### src/rtl/nvac_cfg.svh
// constants for the nonvolatile data access controller
`ifndef NVAC_CFG_SVH
`define NVAC_CFG_SVH
// register select codes on the special function register port
`define NVAC_SEL_CONTROL   3'h0
`define NVAC_SEL_UNLOCK    3'h1
`define NVAC_SEL_DATA      3'h2
`define NVAC_SEL_ADDR_LOW  3'h3
`define NVAC_SEL_ADDR_HIGH 3'h4
// control register field positions
`define NVAC_BIT_FLASH     7
`define NVAC_BIT_CONFIG    6
`define NVAC_BIT_ROW_WIPE  4
`define NVAC_BIT_FAULT     3
`define NVAC_BIT_ALLOW     2
`define NVAC_BIT_STORE_GO  1
`define NVAC_BIT_FETCH_GO  0
// unlock sequence keys
`define NVAC_KEY_FIRST     8'h55
`define NVAC_KEY_SECOND    8'hAA
// timing
`define NVAC_CLOCK_MHZ     40
`define NVAC_STORE_TIME_US 4000
`define NVAC_STORE_CYCLES  (`NVAC_STORE_TIME_US * `NVAC_CLOCK_MHZ)
`define NVAC_PWRUP_TIME_US 1000
`define NVAC_PWRUP_CYCLES  (`NVAC_PWRUP_TIME_US * `NVAC_CLOCK_MHZ)
`endif

### src/rtl/nvac_pkg.sv
// types for the nonvolatile data access controller
package nvac_pkg;
  // store sequencer states, one-hot
  typedef enum logic [2:0] {
    NVAC_ST_IDLE  = 3'b001,
    NVAC_ST_ERASE = 3'b010,
    NVAC_ST_PROG  = 3'b100
  } nvac_state_t;
  // unlock tracker states, one-hot
  typedef enum logic [2:0] {
    NVAC_UL_NONE  = 3'b001,
    NVAC_UL_FIRST = 3'b010,
    NVAC_UL_ARMED = 3'b100
  } nvac_unlock_t;
  // target space of an access
  typedef enum logic [1:0] {
    NVAC_TGT_DATA   = 2'h0,
    NVAC_TGT_PROG   = 2'h1,
    NVAC_TGT_CONFIG = 2'h2
  } nvac_target_t;
endpackage : nvac_pkg
### src/rtl/nvac_ctrl.sv
// nonvolatile data memory access controller: control, unlock, data and address registers
//
// Function
// - 10-bit address from high[1:0] and low
// - flash and config selects clear target data array
// - config select set targets configuration space
// - store allow clear at reset, gates stores
// - fault flag on reset-aborted or improper store
// - store go set-only, cleared at completion
// - done flag set at completion, software clears
// - fetch go ignored when flash/config selected
// - fetch loads data in one cycle, self-clears
// - data holds until next fetch or write
// - unlock port stores nothing, reads zero
// - data byte store erases then programs, program space byte store programs only, self-timed
// - row wipe erases row, cleared at completion
// - fault leaves flash and config selects
// - 55h then AAh then store go
// - allow must be set by earlier access
// - registers locked while store runs
// - stores blocked during power-up timer
`timescale 1ns/100ps
`default_nettype none
`include "nvac_cfg.svh"

module nvac_ctrl
  import nvac_pkg::*;
#(
  parameter int unsigned STORE_CYCLES = `NVAC_STORE_CYCLES,  // self-timed store length
  parameter int unsigned PWRUP_CYCLES = `NVAC_PWRUP_CYCLES,  // power-up store block
  parameter int unsigned ADDR_W       = 10                   // array address width
) (
  // clock and reset
  input  wire logic              i_clock,
  input  wire logic              i_reset,
  // register port from the core
  input  wire logic              i_reg_write,
  input  wire logic              i_reg_read,
  input  wire logic [2:0]        i_reg_sel,
  input  wire logic [7:0]        i_reg_wdata,
  output logic      [7:0]        o_reg_rdata,
  // done flag clear from the peripheral flag register
  input  wire logic              i_done_clear,
  output logic                   o_nv_done_flag,
  // array side
  output logic      [ADDR_W-1:0] o_array_addr,
  output logic      [7:0]        o_array_wdata,
  output logic      [1:0]        o_array_target,
  output logic                   o_array_fetch,
  output logic                   o_array_erase,
  output logic                   o_array_prog,
  output logic                   o_array_row_wipe,
  input  wire logic [7:0]        i_array_rdata,
  // status
  output logic                   o_busy
);

  // ---------------------------------------------------------------
  // helpers
  // ---------------------------------------------------------------
  // target space from the two select bits
  function automatic logic [1:0] target_of(input logic flash_sel, input logic cfg_sel);
    if (cfg_sel) begin
      target_of = NVAC_TGT_CONFIG;
    end else if (flash_sel) begin
      target_of = NVAC_TGT_PROG;
    end else begin
      target_of = NVAC_TGT_DATA;
    end
  endfunction : target_of

  localparam logic [31:0] STORE_LAST = 32'(STORE_CYCLES - 1);
  localparam logic [31:0] ERASE_LAST = 32'(STORE_CYCLES / 2);

  // ---------------------------------------------------------------
  // state
  // ---------------------------------------------------------------
  logic              flash_sel_ff, nxt_flash_sel;   // space select
  logic              cfg_sel_ff, nxt_cfg_sel;       // configuration select
  logic              row_wipe_ff, nxt_row_wipe;     // row erase enable
  logic              fault_ff, nxt_fault;           // store fault flag
  logic              allow_ff, nxt_allow;           // store allow
  logic              store_go_ff, nxt_store_go;     // store running
  logic              fetch_go_ff, nxt_fetch_go;     // fetch pending
  logic [7:0]        data_ff, nxt_data;             // data register
  logic [7:0]        addr_lo_ff, nxt_addr_lo;       // low address
  logic [7:0]        addr_hi_ff, nxt_addr_hi;       // high address, all bits kept
  logic              done_ff, nxt_done;             // completion flag
  logic [7:0]        rdata_ff, nxt_rdata;           // read answer
  nvac_state_t       state_ff, nxt_state;           // store sequencer
  nvac_unlock_t      unlock_ff, nxt_unlock;         // unlock tracker
  logic [31:0]       timer_ff, nxt_timer;           // store timer
  logic [31:0]       pwrup_ff, nxt_pwrup;           // power-up block timer
  logic              pwrup_done_ff, nxt_pwrup_done; // power-up period over
  logic              fault_pending_ff;              // set at reset, cleared at the first edge after release

  // decoded accesses
  logic wr_ctl, wr_unl, wr_dat, wr_alo, wr_ahi;
  logic running;

  assign running = (state_ff != NVAC_ST_IDLE);
  assign wr_ctl  = i_reg_write && (i_reg_sel == `NVAC_SEL_CONTROL);
  assign wr_unl  = i_reg_write && (i_reg_sel == `NVAC_SEL_UNLOCK);
  assign wr_dat  = i_reg_write && (i_reg_sel == `NVAC_SEL_DATA);
  assign wr_alo  = i_reg_write && (i_reg_sel == `NVAC_SEL_ADDR_LOW);
  assign wr_ahi  = i_reg_write && (i_reg_sel == `NVAC_SEL_ADDR_HIGH);

  // ---------------------------------------------------------------
  // next state
  // ---------------------------------------------------------------
  // one process computes every register but fault_pending_ff, store_cut_ff and the array outputs; writes are refused while a store runs
  always_comb begin
    nxt_flash_sel  = flash_sel_ff;
    nxt_cfg_sel    = cfg_sel_ff;
    nxt_row_wipe   = row_wipe_ff;
    nxt_fault      = fault_ff;
    nxt_allow      = allow_ff;
    nxt_store_go   = store_go_ff;
    nxt_fetch_go   = 1'b0;
    nxt_data       = data_ff;
    nxt_addr_lo    = addr_lo_ff;
    nxt_addr_hi    = addr_hi_ff;
    nxt_done       = done_ff;
    nxt_state      = state_ff;
    nxt_timer      = timer_ff;
    nxt_pwrup      = pwrup_ff;
    nxt_pwrup_done = pwrup_done_ff;
    nxt_unlock     = unlock_ff;
    nxt_rdata      = 8'h00;

    // power-up timer counts once after reset
    if (!pwrup_done_ff) begin
      if (pwrup_ff >= 32'(PWRUP_CYCLES - 1)) begin
        nxt_pwrup_done = 1'b1;
      end else begin
        nxt_pwrup = pwrup_ff + 32'h0000_0001;
      end
    end

    // unlock tracker: any register write other than the next key disarms
    if (i_reg_write) begin
      nxt_unlock = NVAC_UL_NONE;
      if (wr_unl && i_reg_wdata == `NVAC_KEY_FIRST) begin
        nxt_unlock = NVAC_UL_FIRST;
      end else if (wr_unl && i_reg_wdata == `NVAC_KEY_SECOND && unlock_ff == NVAC_UL_FIRST) begin
        nxt_unlock = NVAC_UL_ARMED;
      end
    end

    // pending fetch completes: byte lands in the data register
    if (fetch_go_ff) begin
      nxt_data = i_array_rdata;
    end

    // register writes only while idle
    if (!running) begin
      if (wr_dat) begin
        nxt_data = i_reg_wdata;
      end
      if (wr_alo) begin
        nxt_addr_lo = i_reg_wdata;
      end
      if (wr_ahi) begin
        nxt_addr_hi = i_reg_wdata;
      end
      if (wr_ctl) begin
        nxt_flash_sel = i_reg_wdata[`NVAC_BIT_FLASH];
        nxt_cfg_sel   = i_reg_wdata[`NVAC_BIT_CONFIG];
        nxt_row_wipe  = i_reg_wdata[`NVAC_BIT_ROW_WIPE];
        nxt_fault     = i_reg_wdata[`NVAC_BIT_FAULT];
        nxt_allow     = i_reg_wdata[`NVAC_BIT_ALLOW];
        // fetch only from the data array
        if (i_reg_wdata[`NVAC_BIT_FETCH_GO] && !i_reg_wdata[`NVAC_BIT_FLASH]
            && !i_reg_wdata[`NVAC_BIT_CONFIG]) begin
          nxt_fetch_go = 1'b1;
        end
        // store needs allow from an earlier write, unlock just before, timer over
        if (i_reg_wdata[`NVAC_BIT_STORE_GO]) begin
          if (allow_ff && i_reg_wdata[`NVAC_BIT_ALLOW] && unlock_ff == NVAC_UL_ARMED
              && pwrup_done_ff) begin
            nxt_store_go = 1'b1;
            nxt_timer    = 32'h0000_0000;
            nxt_state    = (row_wipe_ff || !flash_sel_ff) ? NVAC_ST_ERASE : NVAC_ST_PROG;
          end else begin
            nxt_fault = 1'b1;
          end
        end
      end
    end

    // self-timed store sequencer
    case (state_ff)
      NVAC_ST_IDLE: begin
      end
      NVAC_ST_ERASE: begin
        nxt_timer = timer_ff + 32'h0000_0001;
        // row wipe is erase only; a byte store goes on to program
        if (row_wipe_ff && timer_ff >= STORE_LAST) begin
          nxt_state    = NVAC_ST_IDLE;
          nxt_store_go = 1'b0;
          nxt_row_wipe = 1'b0;
          nxt_done     = 1'b1;
          nxt_fault    = 1'b0;
        end else if (!row_wipe_ff && timer_ff >= ERASE_LAST) begin
          nxt_state = NVAC_ST_PROG;
        end
      end
      NVAC_ST_PROG: begin
        nxt_timer = timer_ff + 32'h0000_0001;
        if (timer_ff >= STORE_LAST) begin
          nxt_state    = NVAC_ST_IDLE;
          nxt_store_go = 1'b0;
          nxt_done     = 1'b1;
          nxt_fault    = 1'b0;
        end
      end
      default: begin
        nxt_state    = NVAC_ST_IDLE;
        nxt_store_go = 1'b0;
      end
    endcase

    // software clear of the done flag loses to a completion in the same cycle
    if (i_done_clear && !(running && nxt_state == NVAC_ST_IDLE)) begin
      nxt_done = 1'b0;
    end

    // read mux
    if (i_reg_read) begin
      case (i_reg_sel)
        `NVAC_SEL_CONTROL: begin
          nxt_rdata = {flash_sel_ff, cfg_sel_ff, 1'b0, row_wipe_ff, fault_ff,
                       allow_ff, store_go_ff, fetch_go_ff};
        end
        `NVAC_SEL_UNLOCK:    nxt_rdata = 8'h00;
        `NVAC_SEL_DATA:      nxt_rdata = data_ff;
        `NVAC_SEL_ADDR_LOW:  nxt_rdata = addr_lo_ff;
        `NVAC_SEL_ADDR_HIGH: nxt_rdata = addr_hi_ff;
        default:             nxt_rdata = 8'h00;
      endcase
    end
  end

  // ---------------------------------------------------------------
  // registers
  // ---------------------------------------------------------------
  // fault and selects are not touched by reset, so a cut store can be traced
  always_ff @(posedge i_clock or posedge i_reset) begin
    if (i_reset) begin
      fault_pending_ff <= 1'b1;
      allow_ff         <= 1'b0;
      store_go_ff      <= 1'b0;
      fetch_go_ff      <= 1'b0;
      row_wipe_ff      <= 1'b0;
      done_ff          <= 1'b0;
      rdata_ff         <= 8'h00;
      state_ff         <= NVAC_ST_IDLE;
      unlock_ff        <= NVAC_UL_NONE;
      timer_ff         <= 32'h0000_0000;
      pwrup_ff         <= 32'h0000_0000;
      pwrup_done_ff    <= 1'b0;
    end else begin
      fault_pending_ff <= 1'b0;
      allow_ff         <= nxt_allow;
      store_go_ff      <= nxt_store_go;
      fetch_go_ff      <= nxt_fetch_go;
      row_wipe_ff      <= nxt_row_wipe;
      done_ff          <= nxt_done;
      rdata_ff         <= nxt_rdata;
      state_ff         <= nxt_state;
      unlock_ff        <= nxt_unlock;
      timer_ff         <= nxt_timer;
      pwrup_ff         <= nxt_pwrup;
      pwrup_done_ff    <= nxt_pwrup_done;
    end
  end

  // no-reset storage: a store cut by reset leaves store go recorded as fault
  logic store_cut_ff;
  always_ff @(posedge i_clock) begin
    // frozen while reset is held: the async reset idles the sequencer at once,
    // so sampling running during reset would lose the cut store
    if (!fault_pending_ff) begin
      store_cut_ff <= running;
    end
    flash_sel_ff  <= nxt_flash_sel;
    cfg_sel_ff    <= nxt_cfg_sel;
    data_ff       <= nxt_data;
    addr_lo_ff    <= nxt_addr_lo;
    addr_hi_ff    <= nxt_addr_hi;
    // edges while reset is held and the first edge after release: mark fault if a store was running when reset hit
    if (fault_pending_ff) begin
      fault_ff <= nxt_fault | store_cut_ff;
    end else begin
      fault_ff <= nxt_fault;
    end
  end

  // ---------------------------------------------------------------
  // outputs
  // ---------------------------------------------------------------
  // array strobes registered from the sequencer
  always_ff @(posedge i_clock or posedge i_reset) begin
    if (i_reset) begin
      o_array_addr     <= '0;
      o_array_wdata    <= 8'h00;
      o_array_target   <= NVAC_TGT_DATA;
      o_array_fetch    <= 1'b0;
      o_array_erase    <= 1'b0;
      o_array_prog     <= 1'b0;
      o_array_row_wipe <= 1'b0;
      o_busy           <= 1'b0;
    end else begin
      o_array_addr     <= ADDR_W'({nxt_addr_hi[1:0], nxt_addr_lo});
      o_array_wdata    <= nxt_data;
      o_array_target   <= target_of(nxt_flash_sel, nxt_cfg_sel);
      o_array_fetch    <= nxt_fetch_go;
      o_array_erase    <= (nxt_state == NVAC_ST_ERASE);
      o_array_prog     <= (nxt_state == NVAC_ST_PROG);
      o_array_row_wipe <= nxt_row_wipe && (nxt_state == NVAC_ST_ERASE);
      o_busy           <= (nxt_state != NVAC_ST_IDLE);
    end
  end

  assign o_reg_rdata    = rdata_ff;
  assign o_nv_done_flag = done_ff;

endmodule : nvac_ctrl
`default_nettype wire

### config.mk
export PLATFORM = sky130hd
export DESIGN_NAME = nvac_ctrl
export DESIGN_NICKNAME = d
export VERILOG_FILES = /design/src/rtl/nvac_pkg.sv /design/src/rtl/nvac_ctrl.sv
export VERILOG_INCLUDE_DIRS = /design/src /design/src/rtl
export SDC_FILE = /design/constraint.sdc
export NUM_CORES = 1
export LEC_CHECK = 0
export BUFFER_PORTS_ARGS = -buffer_cell sky130_fd_sc_hd__buf_2
export CAP_MARGIN = 20
export CORE_ASPECT_RATIO = 1.1
export CORE_MARGIN = 2
export CORE_UTILIZATION = 40
export CTS_CLUSTER_DIAMETER = 80
export CTS_CLUSTER_SIZE = 14
export DETAILED_ROUTE_END_ITERATION = 10
export GPL_TIMING_DRIVEN = 0
export PLACE_DENSITY_LB_ADDON = 0.15
export SYNTH_ARGS = -nofsm -noshare
export SYNTH_HDL_FRONTEND = slang
export SYNTH_SLANG_ARGS = --single-unit
### constraint.sdc
create_clock -name i_clock -period 3.4 [get_ports i_clock]
set_clock_uncertainty 0.05 [all_clocks]
set_input_delay 0.34 -clock i_clock [delete_from_list [all_inputs] [get_ports i_clock]]
set_output_delay 0.34 -clock i_clock [all_outputs]
set_load 0.005 [all_outputs]
Yosys cells after proc, flatten, opt, wreduce, memory -nomap -nowiden:

Cells that the tools add are included.

* $add $sub $neg: 2
* multipliers: 0
* div/mod/pow operators: 0
* order comparisons: 3
* eq/ne operators: 19
* shift operators: 0
* multiplexer cells: 59
* bitwise operators: 4
* reduce and logical (&&, ||, !) cells: 35

Operators with widths (number)
* $mux W32: 5
* $add A32 B1 Y32 const B: 2
* $mux W8: 6
* $ge A32 B16 Y1 const B: 1
* $ge A32 B17 Y1 const B: 1
* $ge A32 B18 Y1 const B: 1
* $pmux W8 S4: 1
* $mux W1: 30
* $mux W3: 10
* $logic_and A1 B1 Y1: 18
* $eq A3 B2 Y1 const B: 5
* $eq A3 B3 Y1 const B: 4
* $eq A3 B1 Y1 const B: 3
* $pmux W3 S3: 1
* $eq A8 B7 Y1 const B: 1
* $eq A8 B8 Y1 const B: 1
* $mux W2: 3
* $ne A3 B1 Y1 const B: 2
* $ne A3 B3 Y1 const B: 2
* $reduce_and A2 Y1: 3
* $reduce_bool A2 Y1: 3
* $logic_not A1 Y1: 5
* $pmux W1 S2: 2
* $reduce_and A4 Y1: 1
* other kinds (9): 11

* register bits: 137
* latch bits: 0
* memory bits (writable): 0
* bits in read-only memories: 0
* input bits: 24
* word-level logic and storage cells: 149
* memories kept: 0

Logic depth before layout (Yosys ltp):

Gate-level depths: netlist (run 1).

* word-level depth: 16
* gate-level depth with buffers: 8
* mapped depth without buffers: 6

Worst setup path before layout (run 1):

No wires, ideal clock.

* kind: flip-flop to flip-flop
* from: register state_ff[0]
* to: register timer_ff[19]
* arrival: 2170 ps
* setup slack: 1048 ps
* stages on the path, launching flop included: 9
* path buffers: 3
* cell sequence: dfstp_2 buf_6 or4b_4 or2_1 buf_6 or3_4 buf_6 o211ai_1 o31ai_1

* longest elaborated chain between the ends: 4
* elaborated cells between the ends (all ways): 10

RTL lines
* start: declaration: line nvac_ctrl.sv:90 `nvac_state_t state_ff, nxt_state;`
* start signal: assignment: line nvac_ctrl.sv:270 `state_ff <= nxt_state;`
* $eq A3 B3 Y1 / $eq A3 B2 Y1 (equally long branches): line nvac_ctrl.sv:192 `case (state_ff)`
* $reduce_or A2 Y1 (no source line)
* $ne A2 B2 Y1 (no source line) / $reduce_bool A2 Y1 (equally long branches)
* $reduce_and A4 Y1 (no source line)
* end signal: assignment: line nvac_ctrl.sv:272 `timer_ff <= nxt_timer;`
* end: declaration: line nvac_ctrl.sv:92 `logic [31:0] timer_ff, nxt_timer;`

Parallel ways exist; a longest one is shown, timed or not.
A chain may end at the register's enable or synchronous reset.

Final worst setup path (run 1):

* from: register state_ff[0]
* to: register timer_ff[4]

Same word-level chain as after synthesis.

==> results of run 1 <==
==> layout make-up <==
cell class | instances | area share, %
tap | 192 | 3.42
clock buffer | 19 | 6.61
inverter | 13 | 0.730
clock inverter | 13 | 2.01
sequential | 137 | 47.8
multi-input combinational | 334 | 32.7
buffer | 33 | 2.35
timing repair buffer | 57 | 4.38
==> metal layers <==
metal | vias up | share of wire (%)
li1 | 2032 | -
met1 | 2034 | 46
met2 | 83 | 49
met3 | 9 | 4.3
met4 | 0 | 0.92
met5 | - | 0
==> flip-flops by register name (all words and copies together), names as in the netlist, 2 cells and up <==
register,cells
addr_lo_ff,8
state_ff,3
pwrup_ff,32
addr_hi_ff,8
o_array_wdata,8
timer_ff,32
o_reg_rdata,8
o_array_addr,10
unlock_ff,3
data_ff,8
o_array_target,2
==> worst max-delay path, stage by stage, from the launching register on <==
cell	delay (ns)
dfstp_2	0.52
buf_6	0.13
or4b_4	0.48
nor4_4	0.59
nor2_1	0.31
o21ai_0	0.25
o31ai_1	0.11
==> stage by stage <==
stage,cells,total power (uW),util (%),area (um^2)
2_1_floorplan,517,1990,-,5870
3_3_place_gp,765,2120,44.4,6390
3_5_place_dp,766,2130,44.6,6420
4_1_cts,798,4000,48.8,7030
5_1_grt,798,4120,48.8,7030
6_report,798,3940,48.8,7030
==> cell families (layout without fill, tap and decap cells) <==
| family | count (synthesis) | count (layout) | share of synthesized area (%) |
|---|---|---|---|
| and+or+nand+nor | 184 | 184 | 18.2 |
| DFF | 137 | 137 | 57.3 |
| muxes | 41 | 41 | 7.31 |
| AOI/OAI and AO/OA | 87 | 87 | 10.2 |
| other | 1 | 1 | 0.0639 |
| xor gates and xnor gates | 18 | 18 | 2.69 |
| adders and majority gates | 3 | 3 | 0.639 |
| buffers and inverters | 46 | 135 | 3.64 |
==> cells in the final DEF (no fill, tap or decap), types with 10 or more instances in the layout <==
| master | n |
|---|---|
| dfrtp_1 | 106 |
| buf_2 | 56 |
| nand3_1 | 35 |
| nor2_1 | 33 |
| nand2_1 | 26 |
| mux2i_1 | 26 |
| clkbuf_1 | 24 |
| dfxtp_1 | 21 |
| o21ai_0 | 18 |
| clkbuf_16 | 18 |
| nand4_1 | 17 |
| xor2_1 | 15 |
| mux2_2 | 14 |
| a21oi_1 | 14 |
| inv_1 | 12 |
| and2_1 | 10 |
| o31ai_1 | 10 |
==> worst max path at each step <==
stage | cells after the start | startpoint | end | slack (ns)
floorplan | 1 | i_reset | allow_ff$_DFFE_PP0P_ | 0.14
global placement | 2 | i_reset | o_array_wdata[6]$_DFF_PP0_ | -1.20
detailed placement | 6 | state_ff[0]$_DFF_PP1_ | timer_ff[4]$_DFFE_PP0P_ | 0.75
CTS | 6 | timer_ff[2]$_DFFE_PP0P_ | timer_ff[27]$_DFFE_PP0P_ | 0.70
global route | 6 | timer_ff[2]$_DFFE_PP0P_ | timer_ff[29]$_DFFE_PP0P_ | 0.55
finish | 6 | state_ff[0]$_DFF_PP1_ | timer_ff[4]$_DFFE_PP0P_ | 0.81
==> power by group through the flow <==
stage	sequential, uW	clock [uW]	combinational [uW]
6_report	1820	1850	278
2_1_floorplan	1840	0	150
3_5_place_dp	1850	0	284
3_3_place_gp	1850	0	274
5_1_grt	1830	1980	313
4_1_cts	1820	1900	284
==> flow_summary.ini, run 1 <==
[grt]
grt.total_usage_pct = 17.0
grt-busiest-layer = met2
antenna_found_initial = 0
grt_pass1_wl_um = 20700
grt_pass1_vias = 4087
gr-total-overflow = 0
grtUsageMet3_pct = 4.84
gr-usage-met2_pct = 27.5
grt_use_met1_pct = 21.7
grt_max_degree = 58

[clock_tree]
clk_path_buf_depth = 2
clk-insertion-delay-late_ns = 0.43
cts_resized = 0
tritoncts = built
root_buffer = clkbuf_16
cts.sinks = 137
numCtsBuffers = 17
clk_pin_slew_ns = 0.06
postCtsHoldBufs = 0
post_cts_buffers = 0
htree_num_levels = 4

[synth]
postSynthAreaPerCell_um2 = 11.4
yosys-top-cells-area = dfrtp_1 45%, dfxtp_1 7.2%, mux2i_1 4.4%
syn_nets = 544
async_flop_share_pct = 79.6
synth_top_area_share_pct = 45.2
syn-cell-area_mm2 = 0.00587
synth-main-ff-cell = dfrtp_1
syn_inst = 517
synth_warnings = 0
synth_edf_count = 7
synth_most_common_cell = dfrtp_1
yosysSeqAreaShare_pct = 57.3
yosys.area.top_type = dfrtp_1
synth-seq-cells = 137
synth_cell_type_count = 65
ys_top_cells_by_count = 106 x dfrtp_1, 35 x nand3_1, 33 x nor2_1

[setup_path]
cp.arrival_ns = 2.82
r2r_end = timer_ff[4]$_DFFE_PP0P_
cp-start-kind = register
worst_setup_path_end_kind = register
crit_fanout = 10
required_ns = 3.63
critPathKind = reg -> reg
reg2reg_from = state_ff[0]$_DFF_PP1_
r2r_cells = 6
rrSetupSlack_ns = 0.81

[power_and_ir_drop]
power_switching_share_pct = 22.9
intPower_uw = 3040
pwr_density_cell_mw_per_mm2 = 561
leakage_uw = 0.00320
p_sw_uw = 901
combPwrFrac_pct = 7.0
vdd_ir_drop_max_mv = 0.312
pwr-share-seq_pct = 46.1
clkPwrFrac_pct = 46.8

[finish]
nNetsFinal = 620
n_fill_cell = 1303
seq_area_mm2 = 0.00336
multiInputGateArea_mm2 = 0.00229
layout-drive-gt1-share_pct = 21.9
syn2layout_area_growth_pct = 19.7
antenna_cells = 0

[detailed_routing]
first_pass_iters = 4
ant_nets = 0
drt_wl_total_um = 12200
drtIter0Drc = 237
via_count = 4158
routedWlPerCell_um = 15.3
drc = 0
via_per_inst = 5.21

[min_path]
hold_class = in -> async

[placement]
numPortBuffers = 56
gp_congestion = 0.822
hpwl_um = 8600
dpl_worst_slack_ns = 0.754

[timing]
fmax_ghz = 0.386
setup_tns_ns = 0
finalMaxSlewViolations = 0
worst_slew_pin_slew_ns = 0.904
timing.hold.ws_ns = -0.0228
layout_min_cycle_time_ns = 2.59
layout_setup_ws_ns = 0.812
rsz0062_at_grt = false
finalCritPeriodShare_pct = 76.1
relSlewSlack_pct = 39.2
hold_viol = 30
setup_viol = 0

[status]
outcome = finished with violations
violations = hold timing

[die]
initial_utilization_pct = 40.8
core_mm2 = 0.0144
core.rowCount = 46
ios = 58
die_area_mm2 = 0.0157
die-height_um = 131
die_w_um = 120

[job]
cap_violations = 0
Power figures use the tool's default switching activity.
==> run 2, diff against run 1 <==
Clock period 3.4 ns to 2.3 ns, I/O delays scaled along.
==> flow_summary.ini, run 2 (synthesized netlist as in run 1, its figures left out) <==
[status]
outcome = finished clean

[power_and_ir_drop]
vdd_ir_drop_max_mv = 0.445
pwr-share-seq_pct = 46.5
clkPwrFrac_pct = 46.2
combPwrFrac_pct = 7.3
leakage_uw = 0.00341
finalPower_uw = 5780
intPower_uw = 4440
pwr_density_cell_mw_per_mm2 = 790
p_sw_uw = 1340
power_switching_share_pct = 23.2

[setup_path]
cp-start-kind = register
worst_setup_path_end_kind = register
cp.arrival_ns = 2.50
critPathKind = reg -> reg
r2r_cells = 6
crit_fanout = 6
max_stage_delay_ns = 0.55
rrSetupSlack_ns = 0.04
cp_slowest_cell = or4b_4
path_cells = or4b_4, or2_4, or3_4, buf_8, o211ai_1, o31ai_1
required_ns = 2.54
r2r_end = timer_ff[29]$_DFFE_PP0P_
reg2reg_from = state_ff[1]$_DFF_PP0_

[job]
cap_violations = 0

[detailed_routing]
ant_nets = 0
drc = 0
drtIter0Drc = 249
routedWlPerCell_um = 15.9
first_pass_iters = 4
via_count = 4263
via_per_inst = 5.24
drt_wl_total_um = 12900

[clock_tree]
htree_num_levels = 4
clk_path_buf_depth = 2
clk-insertion-delay-late_ns = 0.42
cts.sinks = 137
root_buffer = clkbuf_16
tritoncts = built
numCtsBuffers = 17
clk_pin_slew_ns = 0.06

[die]
initial_utilization_pct = 40.8
core.rowCount = 46
ios = 58
core_mm2 = 0.0144
die-height_um = 131
die_w_um = 120
die_area_mm2 = 0.0157

[finish]
final_common_cell = dfrtp_1
syn2layout_area_growth_pct = 24.7
layout-drive-gt1-share_pct = 27.5
antenna_cells = 0
nNetsFinal = 635
layout_common_cells = 105 x dfrtp_1, 57 x buf_2, 31 x nor2_1, 26 x nand3_1, 26 x mux2i_1
reg_top3 = pwrup_ff (32), timer_ff (32), o_array_addr (10)

[timing]
layout_min_cycle_time_ns = 2.26
setup_viol = 0
layout_setup_ws_ns = 0.0450
finalCritPeriodShare_pct = 98.0
finalMaxSlewViolations = 0
fmax_ghz = 0.443
worst_slew_pin_slew_ns = 0.696
hold_viol = 0
relSlewSlack_pct = 53.6

[grt]
gr-total-overflow = 0
grt_pass1_wl_um = 21000
grt.total_usage_pct = 17.2
antenna_found_initial = 0
grt_pass1_vias = 4184
grt_max_degree = 40

[placement]
gp_congestion = 0.828
hpwl_um = 8780
numPortBuffers = 56
dpl_worst_slack_ns = -0.305

[min_path]
hold_class = in -> reg
min_from = i_reg_wdata[5]
hold_depth = 1
whs_endpoint = addr_hi_ff[5]$_DFFE_PP_
run 2: cell count changes in the layout (fill, tap and decap cells not counted), moves of 3 or more:
| cell | previous run | this run |
|---|---|---|
| buf_6 | 5 | 1 |
| buf_12 | 0 | 3 |
| nand2_1 | 26 | 23 |
| nand3_2 | 0 | 9 |
| nand3_1 | 35 | 26 |
| nand2_2 | 0 | 3 |
| buf_4 | 1 | 13 |
run 2: per-stage QoR:
stage / utilization [%] / instances / setup TNS [ns] / cell area [um^2] / hold slack [ns]
global route: 50.9 / 813 / -0.0533 / 7320 / 0.0189
finish: 50.9 / 813 / 0 / 7320 / 0.0330
global placement: 44.4 / 765 / -15.63 / 6390 / 0.382
floorplan: - / 517 / -0.0910 / 5870 / 0.251
detailed placement: 44.9 / 768 / -13.60 / 6450 / 0.0936
CTS: 50.5 / 809 / -1.38 / 7260 / 0.0115
run 2: worst max-delay path, delay by kind of cell (launching register included):
family | cells | cell delay, ns
AOI/OAI and AO/OA | 2 | 0.19
buffers and inverters | 1 | 0.17
DFF | 1 | 0.46
and+or+nand+nor | 3 | 1.26
run 2: area by class of cell:
type                       count  area (um^2)
clock inverter                14          149
clock buffer                  18          439
fill                        1295         7070
inverter                      13         52.6
sequential                   137         3360
tap                          192          240
buffer                        30          148
multi-input combinational    334         2430
timing repair buffer          75          500
run 2: how the worst max path moves through the flow:
| stage | from | end | slack, ns |
|---|---|---|---|
| 4_1_cts | state_ff[0]$_DFF_PP1_ | timer_ff[27]$_DFFE_PP0P_ | -0.11 |
| 5_1_grt | pwrup_ff[31]$_DFFE_PP0P_ | pwrup_ff[5]$_DFFE_PP0P_ | -0.02 |
| 3_5_place_dp | timer_ff[2]$_DFFE_PP0P_ | timer_ff[29]$_DFFE_PP0P_ | -0.31 |
| 6_report | state_ff[1]$_DFF_PP0_ | timer_ff[29]$_DFFE_PP0P_ | 0.04 |
| 3_3_place_gp | timer_ff[2]$_DFFE_PP0P_ | timer_ff[25]$_DFFE_PP0P_ | -0.33 |
| 2_1_floorplan | state_ff[0]$_DFF_PP1_ | timer_ff[19]$_DFFE_PP0P_ | -0.02 |
run 2: power by group through the flow:
stage,clock network (uW),registers (uW),logic [uW]
2_1_floorplan,0,2720,222
3_3_place_gp,0,2730,405
3_5_place_dp,0,2730,425
4_1_cts,2730,2690,430
5_1_grt,2830,2710,475
6_report,2670,2690,421
run 2: repair_timing:
action                                 4_1_cts  5_1_grt
setup endpoints to repair                   70       44
gates resized for setup                     23        9
endpoints found under the hold margin       41        0
pin swaps                                    5        7
hold buffers                                 1        0
cloned                                       2        1
setup buffers                                7        5
run 2: per-layer routing:
layer  part of all wire (%)  vias up  track usage [%]
li1                       -     2068                -
met1                     48     2097             22.6
met2                     47       75             27.0
met3                    3.2       23             4.33
met4                    2.0        0             8.24
met5                      0        -                0
